## config.mk

```make
export PLATFORM = sky130hd
export DESIGN_NAME = pbwsc_top
export DESIGN_NICKNAME = d
export VERILOG_FILES = /design/src/rtl/pbwsc_pkg.sv /design/src/rtl/pbwsc_hold_timer.sv /design/src/rtl/pbwsc_top.sv
export VERILOG_INCLUDE_DIRS = /design/src /design/src/rtl
export SDC_FILE = /design/constraint.sdc
export NUM_CORES = 1
export LEC_CHECK = 0
export BUFFER_PORTS_ARGS = -buffer_cell sky130_fd_sc_hd__buf_4
export CAP_MARGIN = 20
export CORE_MARGIN = 2
export CORE_UTILIZATION = 58
export CTS_CLUSTER_SIZE = 10
export DETAILED_ROUTE_END_ITERATION = 8
export HOLD_SLACK_MARGIN = 0.02
export PLACE_DENSITY = 0.8
export RECOVER_POWER = 25
export SYNTH_ARGS = -nofsm -noshare
export SYNTH_HDL_FRONTEND = slang
export SYNTH_SLANG_ARGS = --single-unit
```

## constraint.sdc

```tcl
create_clock -name ref_clk -period 2.3 [get_ports ref_clk]
set_input_delay 0.46 -clock ref_clk [delete_from_list [all_inputs] [get_ports ref_clk]]
set_output_delay 0.46 -clock ref_clk [all_outputs]
set_load 0.05 [all_outputs]
```

## src/rtl/pbwsc_params.svh

```systemverilog
// timing counts and wake source indices for the power-button wake controller
`ifndef PBWSC_PARAMS_SVH
`define PBWSC_PARAMS_SVH
`define PBWSC_CLK_HZ 40000000
`define PBWSC_SHORT_S 4
`define PBWSC_LONG_S 6
`define PBWSC_SHORT_CYC (`PBWSC_SHORT_S * `PBWSC_CLK_HZ)
`define PBWSC_LONG_CYC (`PBWSC_LONG_S * `PBWSC_CLK_HZ)
`define PBWSC_CNT_W 28
`define PBWSC_NSRC 7
`define PBWSC_SRC_LAN 0
`define PBWSC_SRC_PME 1
`define PBWSC_SRC_SW 2
`define PBWSC_SRC_RTC 3
`define PBWSC_SRC_USB 4
`define PBWSC_SRC_PEW 5
`define PBWSC_SRC_CIR 6
`endif

```

## src/rtl/pbwsc_pkg.sv

```systemverilog
// types for the power-button wake controller
package pbwsc_pkg;
  typedef enum logic [2:0] {
    PBWSC_S0 = 3'h0,
    PBWSC_S1 = 3'h1,
    PBWSC_S3 = 3'h3,
    PBWSC_S4 = 3'h4,
    PBWSC_S5 = 3'h5
  } pbwsc_state_t;
  typedef enum logic [1:0] {
    PBWSC_HOLD_NONE = 2'h0,
    PBWSC_HOLD_SHORT = 2'h1,
    PBWSC_HOLD_LONG = 2'h2
  } pbwsc_hold_t;
endpackage : pbwsc_pkg

```

## src/rtl/pbwsc_hold_timer.sv

```systemverilog
// measures how long the power switch is held
`timescale 1ns/10ps
`default_nettype none
`include "pbwsc_params.svh"
module pbwsc_hold_timer
  import pbwsc_pkg::*;
#(
  parameter logic [27:0] SHORT_CYC = 28'(`PBWSC_SHORT_CYC),
  parameter logic [27:0] LONG_CYC = 28'(`PBWSC_LONG_CYC)
) (
  input wire logic ref_clk,
  input wire logic rst,
  input wire logic pressed,
  output logic done,
  output pbwsc_hold_t kind,
  output logic long_now
);
  logic [`PBWSC_CNT_W-1:0] count;
  logic was_pressed;
  logic long_fired;
  // saturate so a stuck switch cannot wrap back into the short window
  always_ff @(posedge ref_clk) begin
    if (rst) begin
      count <= '0;
    end else if (pressed) begin
      if (count != LONG_CYC) count <= count + 28'h000_0001;
    end else begin
      count <= '0;
    end
  end
  always_ff @(posedge ref_clk) begin
    if (rst) was_pressed <= 1'b0;
    else was_pressed <= pressed;
  end
  // long hold acts while still held, once per press
  always_ff @(posedge ref_clk) begin
    if (rst) begin
      long_fired <= 1'b0;
      long_now <= 1'b0;
    end else begin
      long_now <= pressed && !long_fired && (count == LONG_CYC - 28'h000_0001);
      if (!pressed) long_fired <= 1'b0;
      else if (count == LONG_CYC - 28'h000_0001) long_fired <= 1'b1;
    end
  end
  always_ff @(posedge ref_clk) begin
    if (rst) begin
      done <= 1'b0;
      kind <= PBWSC_HOLD_NONE;
    end else begin
      done <= was_pressed && !pressed;
      if (count < SHORT_CYC) kind <= PBWSC_HOLD_SHORT;
      else if (count >= LONG_CYC) kind <= PBWSC_HOLD_LONG;
      else kind <= PBWSC_HOLD_NONE;
    end
  end
endmodule : pbwsc_hold_timer
`default_nettype wire

```

## src/rtl/pbwsc_top.sv

```systemverilog
// power-state controller driven by power switch holds and wake events
// Overview of operation
// - soft-off, short press powers on
// - working, short press enters sleep
// - working, six second hold forces soft-off
// - sleeping, short press wakes to working
// - sleeping, six second hold goes soft-off
// - switch, RTC, express wake everywhere; USB S1/S3
// - LAN, PME in S5 only when enabled
// - S5 option on enables LAN wake
// - infrared wakes S1/S3, S4/S5 optional
// - S3 wake resumes memory context, warm
// - wake from S5 is a cold boot
`timescale 1ns/10ps
`default_nettype none
`include "pbwsc_params.svh"
module pbwsc_top
  import pbwsc_pkg::*;
#(
  parameter logic [27:0] SHORT_CYC = 28'(`PBWSC_SHORT_CYC),
  parameter logic [27:0] LONG_CYC = 28'(`PBWSC_LONG_CYC),
  parameter bit CIR_DEEP_WAKE = 1'b0
) (
  input wire logic ref_clk,
  input wire logic rst,
  input wire logic pwr_sw_n,
  input wire logic [6:0] wake_in,
  input wire logic s5_wake_en,
  input wire logic os_req,
  input wire logic [2:0] os_target,
  output pbwsc_state_t sys_state,
  output logic power_good_req,
  output logic ctx_retained,
  output logic cold_boot,
  output logic resume_warm
);
  logic sw_meta, sw_sync;
  logic [6:0] wake_meta, wake_sync, wake_prev;
  logic hold_done, long_now;
  pbwsc_hold_t hold_kind;
  logic [6:0] allowed, wake_edge;
  logic any_wake;
  pbwsc_state_t next_state;
  logic s5_en_meta, s5_en_sync;
  logic [27:0] chk_held;

  // two flops on the switch, wake and option pins before use; os_req and os_target are used directly
  always_ff @(posedge ref_clk) begin
    if (rst) begin
      sw_meta <= 1'b0;
      sw_sync <= 1'b0;
    end else begin
      sw_meta <= ~pwr_sw_n;
      sw_sync <= sw_meta;
    end
  end

  // prev flop makes the edge detector; resets low to match idle pins
  always_ff @(posedge ref_clk) begin
    if (rst) begin
      wake_meta <= 7'h00;
      wake_sync <= 7'h00;
      wake_prev <= 7'h00;
    end else begin
      wake_meta <= wake_in;
      wake_sync <= wake_meta;
      wake_prev <= wake_sync;
    end
  end

  // strap is slow but still a pin, so it gets the same two flops
  always_ff @(posedge ref_clk) begin
    if (rst) begin
      s5_en_meta <= 1'b0;
      s5_en_sync <= 1'b0;
    end else begin
      s5_en_meta <= s5_wake_en;
      s5_en_sync <= s5_en_meta;
    end
  end

  a_sw_two_flops: assert property (@(posedge ref_clk) disable iff (rst)
    !$past(rst) && !$past(rst, 2) |-> sw_sync == !$past(pwr_sw_n, 2))
    else $error("switch synchroniser delay wrong");
  a_wake_two_flops: assert property (@(posedge ref_clk) disable iff (rst)
    !$past(rst) && !$past(rst, 2) |-> wake_sync == $past(wake_in, 2))
    else $error("wake synchroniser delay wrong");
  a_opt_two_flops: assert property (@(posedge ref_clk) disable iff (rst)
    !$past(rst) && !$past(rst, 2) |-> s5_en_sync == $past(s5_wake_en, 2))
    else $error("option synchroniser delay wrong");

  pbwsc_hold_timer #(
    .SHORT_CYC(SHORT_CYC),
    .LONG_CYC(LONG_CYC)
  ) u_hold (
    .ref_clk(ref_clk),
    .rst(rst),
    .pressed(sw_sync),
    .done(hold_done),
    .kind(hold_kind),
    .long_now(long_now)
  );

  // reference hold counter, so the timer is checked against an independent count
  always_ff @(posedge ref_clk) begin
    if (rst) chk_held <= 28'h000_0000;
    else if (!sw_sync) chk_held <= 28'h000_0000;
    else if (chk_held != LONG_CYC) chk_held <= chk_held + 28'h000_0001;
  end

  a_long_timing: assert property (@(posedge ref_clk) disable iff (rst)
    long_now |-> chk_held == LONG_CYC)
    else $error("long hold fired at the wrong count");
  a_long_first: assert property (@(posedge ref_clk) disable iff (rst)
    $rose(chk_held == LONG_CYC) |-> long_now)
    else $error("long hold did not fire at its count");
  a_kind_short: assert property (@(posedge ref_clk) disable iff (rst)
    hold_done |-> (hold_kind == PBWSC_HOLD_SHORT) == ($past(chk_held) < SHORT_CYC))
    else $error("short hold class wrong");
  a_kind_long: assert property (@(posedge ref_clk) disable iff (rst)
    hold_done |-> (hold_kind == PBWSC_HOLD_LONG) == ($past(chk_held) >= LONG_CYC))
    else $error("long hold class wrong");

  // per source: which sleep states accept it
  genvar g;
  generate
    for (g = 0; g < `PBWSC_NSRC; g++) begin : g_src
      always_comb begin
        allowed[g] = 1'b0;
        case (sys_state)
          PBWSC_S1, PBWSC_S3: allowed[g] = 1'b1;
          PBWSC_S4: begin
            if (g == `PBWSC_SRC_USB) allowed[g] = 1'b0;
            else if (g == `PBWSC_SRC_CIR) allowed[g] = CIR_DEEP_WAKE;
            else allowed[g] = 1'b1;
          end
          PBWSC_S5: begin
            if (g == `PBWSC_SRC_USB) allowed[g] = 1'b0;
            else if (g == `PBWSC_SRC_CIR) allowed[g] = CIR_DEEP_WAKE;
            else if (g == `PBWSC_SRC_LAN || g == `PBWSC_SRC_PME) begin
              allowed[g] = s5_en_sync;
            end else allowed[g] = 1'b1;
          end
          default: allowed[g] = 1'b0;
        endcase
        wake_edge[g] = wake_sync[g] & ~wake_prev[g] & allowed[g];
      end
    end
  endgenerate
  assign any_wake = |wake_edge;

  // priority: forced off, then switch release, then wake, then os request
  always_comb begin
    next_state = sys_state;
    if (long_now && sys_state != PBWSC_S5) begin
      next_state = PBWSC_S5;
    end else if (hold_done && hold_kind == PBWSC_HOLD_SHORT) begin
      case (sys_state)
        PBWSC_S5: next_state = PBWSC_S0;
        PBWSC_S0: next_state = PBWSC_S3;
        PBWSC_S1, PBWSC_S3, PBWSC_S4: next_state = PBWSC_S0;
        default: next_state = sys_state;
      endcase
    end else if (any_wake) begin
      next_state = PBWSC_S0;
    end else if (os_req) begin
      case (os_target)
        3'h0: next_state = PBWSC_S0;
        3'h1: next_state = PBWSC_S1;
        3'h3: next_state = PBWSC_S3;
        3'h4: next_state = PBWSC_S4;
        3'h5: next_state = PBWSC_S5;
        default: next_state = sys_state;
      endcase
    end
  end

  // soft-off after reset: no context to resume
  always_ff @(posedge ref_clk) begin
    if (rst) sys_state <= PBWSC_S5;
    else sys_state <= next_state;
  end

  always_ff @(posedge ref_clk) begin
    if (rst) power_good_req <= 1'b0;
    else power_good_req <= (next_state == PBWSC_S0) || (next_state == PBWSC_S1);
  end

  // memory keeps context in S1/S3; S4 keeps it on disk
  always_ff @(posedge ref_clk) begin
    if (rst) ctx_retained <= 1'b0;
    else ctx_retained <= (next_state == PBWSC_S1) || (next_state == PBWSC_S3);
  end

  // one-cycle pulses announcing the kind of boot on entry to S0 from S5 or S1/S3
  always_ff @(posedge ref_clk) begin
    if (rst) begin
      cold_boot <= 1'b0;
      resume_warm <= 1'b0;
    end else begin
      cold_boot <= next_state == PBWSC_S0 && sys_state == PBWSC_S5;
      resume_warm <= next_state == PBWSC_S0 &&
        (sys_state == PBWSC_S1 || sys_state == PBWSC_S3);
    end
  end

  a_long_forces_off: assert property (@(posedge ref_clk) disable iff (rst)
    long_now && sys_state != PBWSC_S5 |=> sys_state == PBWSC_S5)
    else $error("long hold did not force soft-off");
  a_short_on: assert property (@(posedge ref_clk) disable iff (rst)
    hold_done && hold_kind == PBWSC_HOLD_SHORT && !long_now && sys_state == PBWSC_S5
    |=> sys_state == PBWSC_S0 && cold_boot)
    else $error("short press from soft-off did not power on cold");
  a_short_sleep: assert property (@(posedge ref_clk) disable iff (rst)
    hold_done && hold_kind == PBWSC_HOLD_SHORT && !long_now && sys_state == PBWSC_S0
    |=> sys_state == PBWSC_S3)
    else $error("short press in working did not sleep");
  a_short_wake: assert property (@(posedge ref_clk) disable iff (rst)
    hold_done && hold_kind == PBWSC_HOLD_SHORT && !long_now &&
    (sys_state == PBWSC_S1 || sys_state == PBWSC_S3) |=> sys_state == PBWSC_S0 && resume_warm)
    else $error("short press did not wake");
  a_mid_hold_idle: assert property (@(posedge ref_clk) disable iff (rst)
    hold_done && hold_kind == PBWSC_HOLD_NONE && !long_now && !any_wake && !os_req
    |=> $stable(sys_state))
    else $error("mid-length hold changed state");
  a_usb_deep: assert property (@(posedge ref_clk) disable iff (rst)
    (sys_state == PBWSC_S4 || sys_state == PBWSC_S5) |-> !wake_edge[`PBWSC_SRC_USB])
    else $error("usb accepted in deep sleep");
  a_lan_s5_gate: assert property (@(posedge ref_clk) disable iff (rst)
    sys_state == PBWSC_S5 && !s5_en_sync |-> !wake_edge[`PBWSC_SRC_LAN] &&
    !wake_edge[`PBWSC_SRC_PME])
    else $error("lan or pme woke from S5 while disabled");
  a_lan_s5_on: assert property (@(posedge ref_clk) disable iff (rst)
    sys_state == PBWSC_S5 && s5_en_sync && wake_sync[`PBWSC_SRC_LAN] &&
    !wake_prev[`PBWSC_SRC_LAN] && !long_now && !hold_done |=> sys_state == PBWSC_S0)
    else $error("enabled lan wake from S5 ignored");
  a_cir_deep: assert property (@(posedge ref_clk) disable iff (rst)
    sys_state == PBWSC_S4 && !CIR_DEEP_WAKE |-> !wake_edge[`PBWSC_SRC_CIR])
    else $error("infrared woke from S4 while unsupported");
  a_ctx_hold: assert property (@(posedge ref_clk) disable iff (rst)
    sys_state == PBWSC_S3 ##1 sys_state == PBWSC_S3 |-> ctx_retained)
    else $error("context dropped in S3");
  a_cold_from_off: assert property (@(posedge ref_clk) disable iff (rst)
    cold_boot |-> $past(sys_state) == PBWSC_S5 && sys_state == PBWSC_S0 && !resume_warm)
    else $error("cold boot pulse without S5 exit");
  a_reset_soft_off: assert property (@(posedge ref_clk) rst |=>
    sys_state == PBWSC_S5 && !power_good_req && !ctx_retained && !cold_boot && !resume_warm)
    else $error("reset did not leave soft-off with outputs low");
  a_pg_level: assert property (@(posedge ref_clk) disable iff (rst)
    power_good_req == (sys_state == PBWSC_S0 || sys_state == PBWSC_S1))
    else $error("power request does not follow working states");
  a_ctx_deep_off: assert property (@(posedge ref_clk) disable iff (rst)
    sys_state == PBWSC_S4 || sys_state == PBWSC_S5 |-> !ctx_retained)
    else $error("memory context claimed in deep states");
  a_warm_src: assert property (@(posedge ref_clk) disable iff (rst)
    resume_warm |-> ($past(sys_state) == PBWSC_S1 || $past(sys_state) == PBWSC_S3) &&
    sys_state == PBWSC_S0 && !cold_boot)
    else $error("warm resume pulse without sleep exit");
  a_short_deep: assert property (@(posedge ref_clk) disable iff (rst)
    hold_done && hold_kind == PBWSC_HOLD_SHORT && !long_now && sys_state == PBWSC_S4
    |=> sys_state == PBWSC_S0 && !resume_warm && !cold_boot)
    else $error("short press did not wake from S4");
  a_long_release_idle: assert property (@(posedge ref_clk) disable iff (rst)
    hold_done && hold_kind == PBWSC_HOLD_LONG && !long_now && !any_wake && !os_req
    |=> $stable(sys_state))
    else $error("release after long hold changed state");
  a_wake_to_on: assert property (@(posedge ref_clk) disable iff (rst)
    any_wake && !long_now && !(hold_done && hold_kind == PBWSC_HOLD_SHORT)
    |=> sys_state == PBWSC_S0)
    else $error("accepted wake did not reach working");
  a_awake_no_wake: assert property (@(posedge ref_clk) disable iff (rst)
    sys_state == PBWSC_S0 |-> !any_wake)
    else $error("wake accepted while working");
  a_os_move: assert property (@(posedge ref_clk) disable iff (rst)
    os_req && !long_now && !hold_done && !any_wake &&
    os_target inside {3'h0, 3'h1, 3'h3, 3'h4, 3'h5} |=> sys_state == $past(os_target))
    else $error("os request not carried out");
  a_os_bad_code: assert property (@(posedge ref_clk) disable iff (rst)
    os_req && !long_now && !hold_done && !any_wake &&
    !(os_target inside {3'h0, 3'h1, 3'h3, 3'h4, 3'h5}) |=> $stable(sys_state))
    else $error("undefined os target changed state");
  a_state_legal: assert property (@(posedge ref_clk) disable iff (rst)
    sys_state inside {PBWSC_S0, PBWSC_S1, PBWSC_S3, PBWSC_S4, PBWSC_S5})
    else $error("state register holds an unused code");
  a_long_once: assert property (@(posedge ref_clk) disable iff (rst)
    long_now |=> !long_now)
    else $error("long hold fired twice in a row");
  a_cold_once: assert property (@(posedge ref_clk) disable iff (rst)
    cold_boot |=> !cold_boot)
    else $error("cold boot pulse longer than one cycle");

  c_long_off: cover property (@(posedge ref_clk) disable iff (rst)
    long_now && sys_state == PBWSC_S0);
  c_lan_wake: cover property (@(posedge ref_clk) disable iff (rst)
    wake_edge[`PBWSC_SRC_LAN] && sys_state == PBWSC_S5);
  c_warm: cover property (@(posedge ref_clk) disable iff (rst) resume_warm);
  c_os_sleep: cover property (@(posedge ref_clk) disable iff (rst)
    os_req && os_target == 3'h3);
  c_mid_hold: cover property (@(posedge ref_clk) disable iff (rst)
    hold_done && hold_kind == PBWSC_HOLD_NONE);
endmodule : pbwsc_top
`default_nettype wire

```

==> flow_summary.yaml <==
critical_path:
  rr_worst_depth: 5
  start_kind: "register"
  critPathArrivalTime_ps: 2320
  critPathCaptureType: "register"
  reg2reg_slack_ps: 250
  required_ps: 2570
  r2r-end: "u_hold.count[27]$_SDFFE_PP0N_"
  worstSetupPathType: "register to register"
  rr_startpoint: "u_hold.count[10]$_SDFFE_PP0N_"
  cp_max_fo: 9
yosys:
  yosysSeqAreaShare_pct: 49.8
  synth_most_common_cell: "dfxtp_1"
  syn_area_um2: 2650
  synth_common_cells: "dfxtp_1, nor2_1, nor2b_1"
  synth.avg_cell_area_um2: 9.12
  synthTopCellsByArea: "dfxtp_1, nor2b_1, xnor2_1, nor2_1, nor4_1"
  yosys_warnings: 0
  async_flop_share_pct: 0
  ys.flop_type: "dfxtp_1"
  synth_nets: 308
  synth_edf_count: 0
  ys_ff_latch: 66
  yosysTopAreaCellShare_pct: 49.8
  synth_top_cell_by_area: "dfxtp_1"
  synthDistinctLibCells: 44
  syn_inst: 291
sta:
  setup_tns_ps: 0
  hold_ws_ps: 278
  timing.final.crit_share_pct: 89.2
  slew_headroom_pct: 73.5
  grt_setup_unrepaired: "no"
  hold_violations: 0
  period_minus_slack_ps: 2050
  slew_violations: 0
  max_freq_mhz: 487
  finalClockSkew_ps: 9.14
  setup_viol: 0
  tightest_slew_ps: 387
clock_tree:
  cts_sinks: 66
  clockBufferDepth: 2
  ctsHoldBuffers: 0
  cts_max_level: 3
  clkTransAtPathRegs_ps: 70
  cts_tree: "built"
  numCtsBuffers: 9
  cts_resized: 0
  clockRootBuffer: "clkbuf_8"
  post_cts_buffers: 0
  clock_latency_ps: 340
floorplanning:
  die_area_um2: 5130
  die_h_um: 71.6
  core_um2: 4380
  io_pins: 22
  die_w_um: 71.6
  initial_core_util_pct: 60.5
  num_rows: 24
global_routing:
  overflow: 0
  antenna_found_initial: 0
  grt_pass1_vias: 1847
  grtUsageTotal_pct: 19.5
  grt_max_degree: 37
  grt_pass1_wl_um: 7800
placed_design:
  io_buffers: 21
  place_congestion: 0.866
  dpl.hpwl_um: 3170
routing:
  drt_wl_total_um: 4660
  drt-wirelength-per-cell_um: 12.4
  dr.pass1.iters: 4
  drt_iter0_drc: 125
  num_vias: 2029
  antenna_left: 0
  drc: 0
  via_per_inst: 5.43
outcome:
  status: "completed"
flow_run:
  cap_viol_max_count: 0
final_layout:
  area_growth_pct: 15.1
  fin_nets: 334
  insertedDiodeCount: 0
  layout-drive-gt1-share_pct: 15.2
worst_hold_path:
  worstHoldEndpoint: "sw_meta$_SDFF_PP0_"
  whs_path_depth: 2
  hold_class: "primary input to register"
  min_from: "pwr_sw_n"
pwr:
  ir_drop_mv: 0.538
  pwr_density_cell_nw_per_um2: 770
  p_leak_nw: 1.13
-- registers in the layout, summed over array words and instances, names as in the netlist, 2 cells and up --
signal	cells
sys_state	3
wake_sync	7
u_hold.kind	2
wake_prev	7
wake_meta	7
u_hold.count	28
-- cell type report --
| cell class | count | area [µm²] |
|---|---|---|
| tap | 52 | 65.1 |
| sequential | 66 | 1320 |
| multi-input combinational | 203 | 1230 |
| clock buffer | 10 | 138 |
| inverter | 13 | 48.8 |
| clock inverter | 6 | 66.3 |
| fill | 342 | 1330 |
| timing repair buffer | 24 | 180 |
-- cell families (layout without fill, tap and decap cells) --
group | count (synthesis) | count (layout) | share of synthesized area, %
buffers and inverters | 22 | 53 | 3.68
DFF | 66 | 66 | 49.8
adders and majority gates | 2 | 2 | 0.943
AOI/OAI and AO/OA | 37 | 37 | 9.20
xor gates and xnor gates | 22 | 22 | 7.26
and+or+nand+nor | 142 | 142 | 29.1
-- report_power, final --
group | internal [mW] | leakage (nW) | total [mW] | switching [mW]
Sequential | 1.18 | 0.538 | 1.19 | 0.0175
Clock | 0.529 | 0.0945 | 0.975 | 0.446
Combinational | 0.0717 | 0.497 | 0.181 | 0.110
Total | 1.78 | 1.13 | 2.35 | 0.573
-- how the worst max path moves through the flow --
stage | from | to | slack, ps | cells past startpoint
2_1_floorplan | u_hold.count[10]$_SDFFE_PP0N_ | u_hold.count[27]$_SDFFE_PP0N_ | 450 | 6
3_3_place_gp | u_hold.count[10]$_SDFFE_PP0N_ | u_hold.count[27]$_SDFFE_PP0N_ | 330 | 5
3_5_place_dp | u_hold.count[10]$_SDFFE_PP0N_ | u_hold.count[27]$_SDFFE_PP0N_ | 290 | 5
4_1_cts | u_hold.count[10]$_SDFFE_PP0N_ | u_hold.count[27]$_SDFFE_PP0N_ | 260 | 5
5_1_grt | u_hold.count[10]$_SDFFE_PP0N_ | u_hold.count[27]$_SDFFE_PP0N_ | 170 | 5
6_report | u_hold.count[10]$_SDFFE_PP0N_ | u_hold.count[27]$_SDFFE_PP0N_ | 250 | 5
-- cell usage in the layout (no fill, tap or decap), types with 8 or more instances in the layout --
cell      synthesis  layout
nand3_1          13      13
o21ai_0           8       8
inv_1            13      13
xnor2_1          17      17
nand2_1          19      19
a21oi_1          10      10
nor2b_1          26      26
clkbuf_8          0      10
buf_4             0      24
dfxtp_1          66      66
nor4_1           12      12
nor2_1           33      33
-- worst max-delay path, cell delays in order, from the launching register on --
cell	delay [ps]
dfxtp_1	450
and3_1	330
nand4_4	190
or4_1	560
or3_1	310
a21oi_1	150
-- metal layers --
layer	vias up	global-route usage (%)	part of all wire [%]
li1	1056	-	-
met1	926	24.3	49
met2	40	31.4	45
met3	7	4.22	3.9
met4	0	11.3	1.8
met5	-	0	0
-- per-stage QoR --
stage / cells / power (mW) / cell area [µm²] / utilization (%) / setup slack [ps]
2_1_floorplan: 291 / 1.34 / 2650 / - / 451
3_3_place_gp: 358 / 1.40 / 2850 / 65.0 / 332
3_5_place_dp: 358 / 1.40 / 2850 / 65.0 / 294
4_1_cts: 374 / 2.37 / 3050 / 69.6 / 258
5_1_grt: 374 / 2.43 / 3050 / 69.6 / 166
6_report: 374 / 2.35 / 3050 / 69.6 / 248
Note: power is estimated with default switching activity, not from simulation.
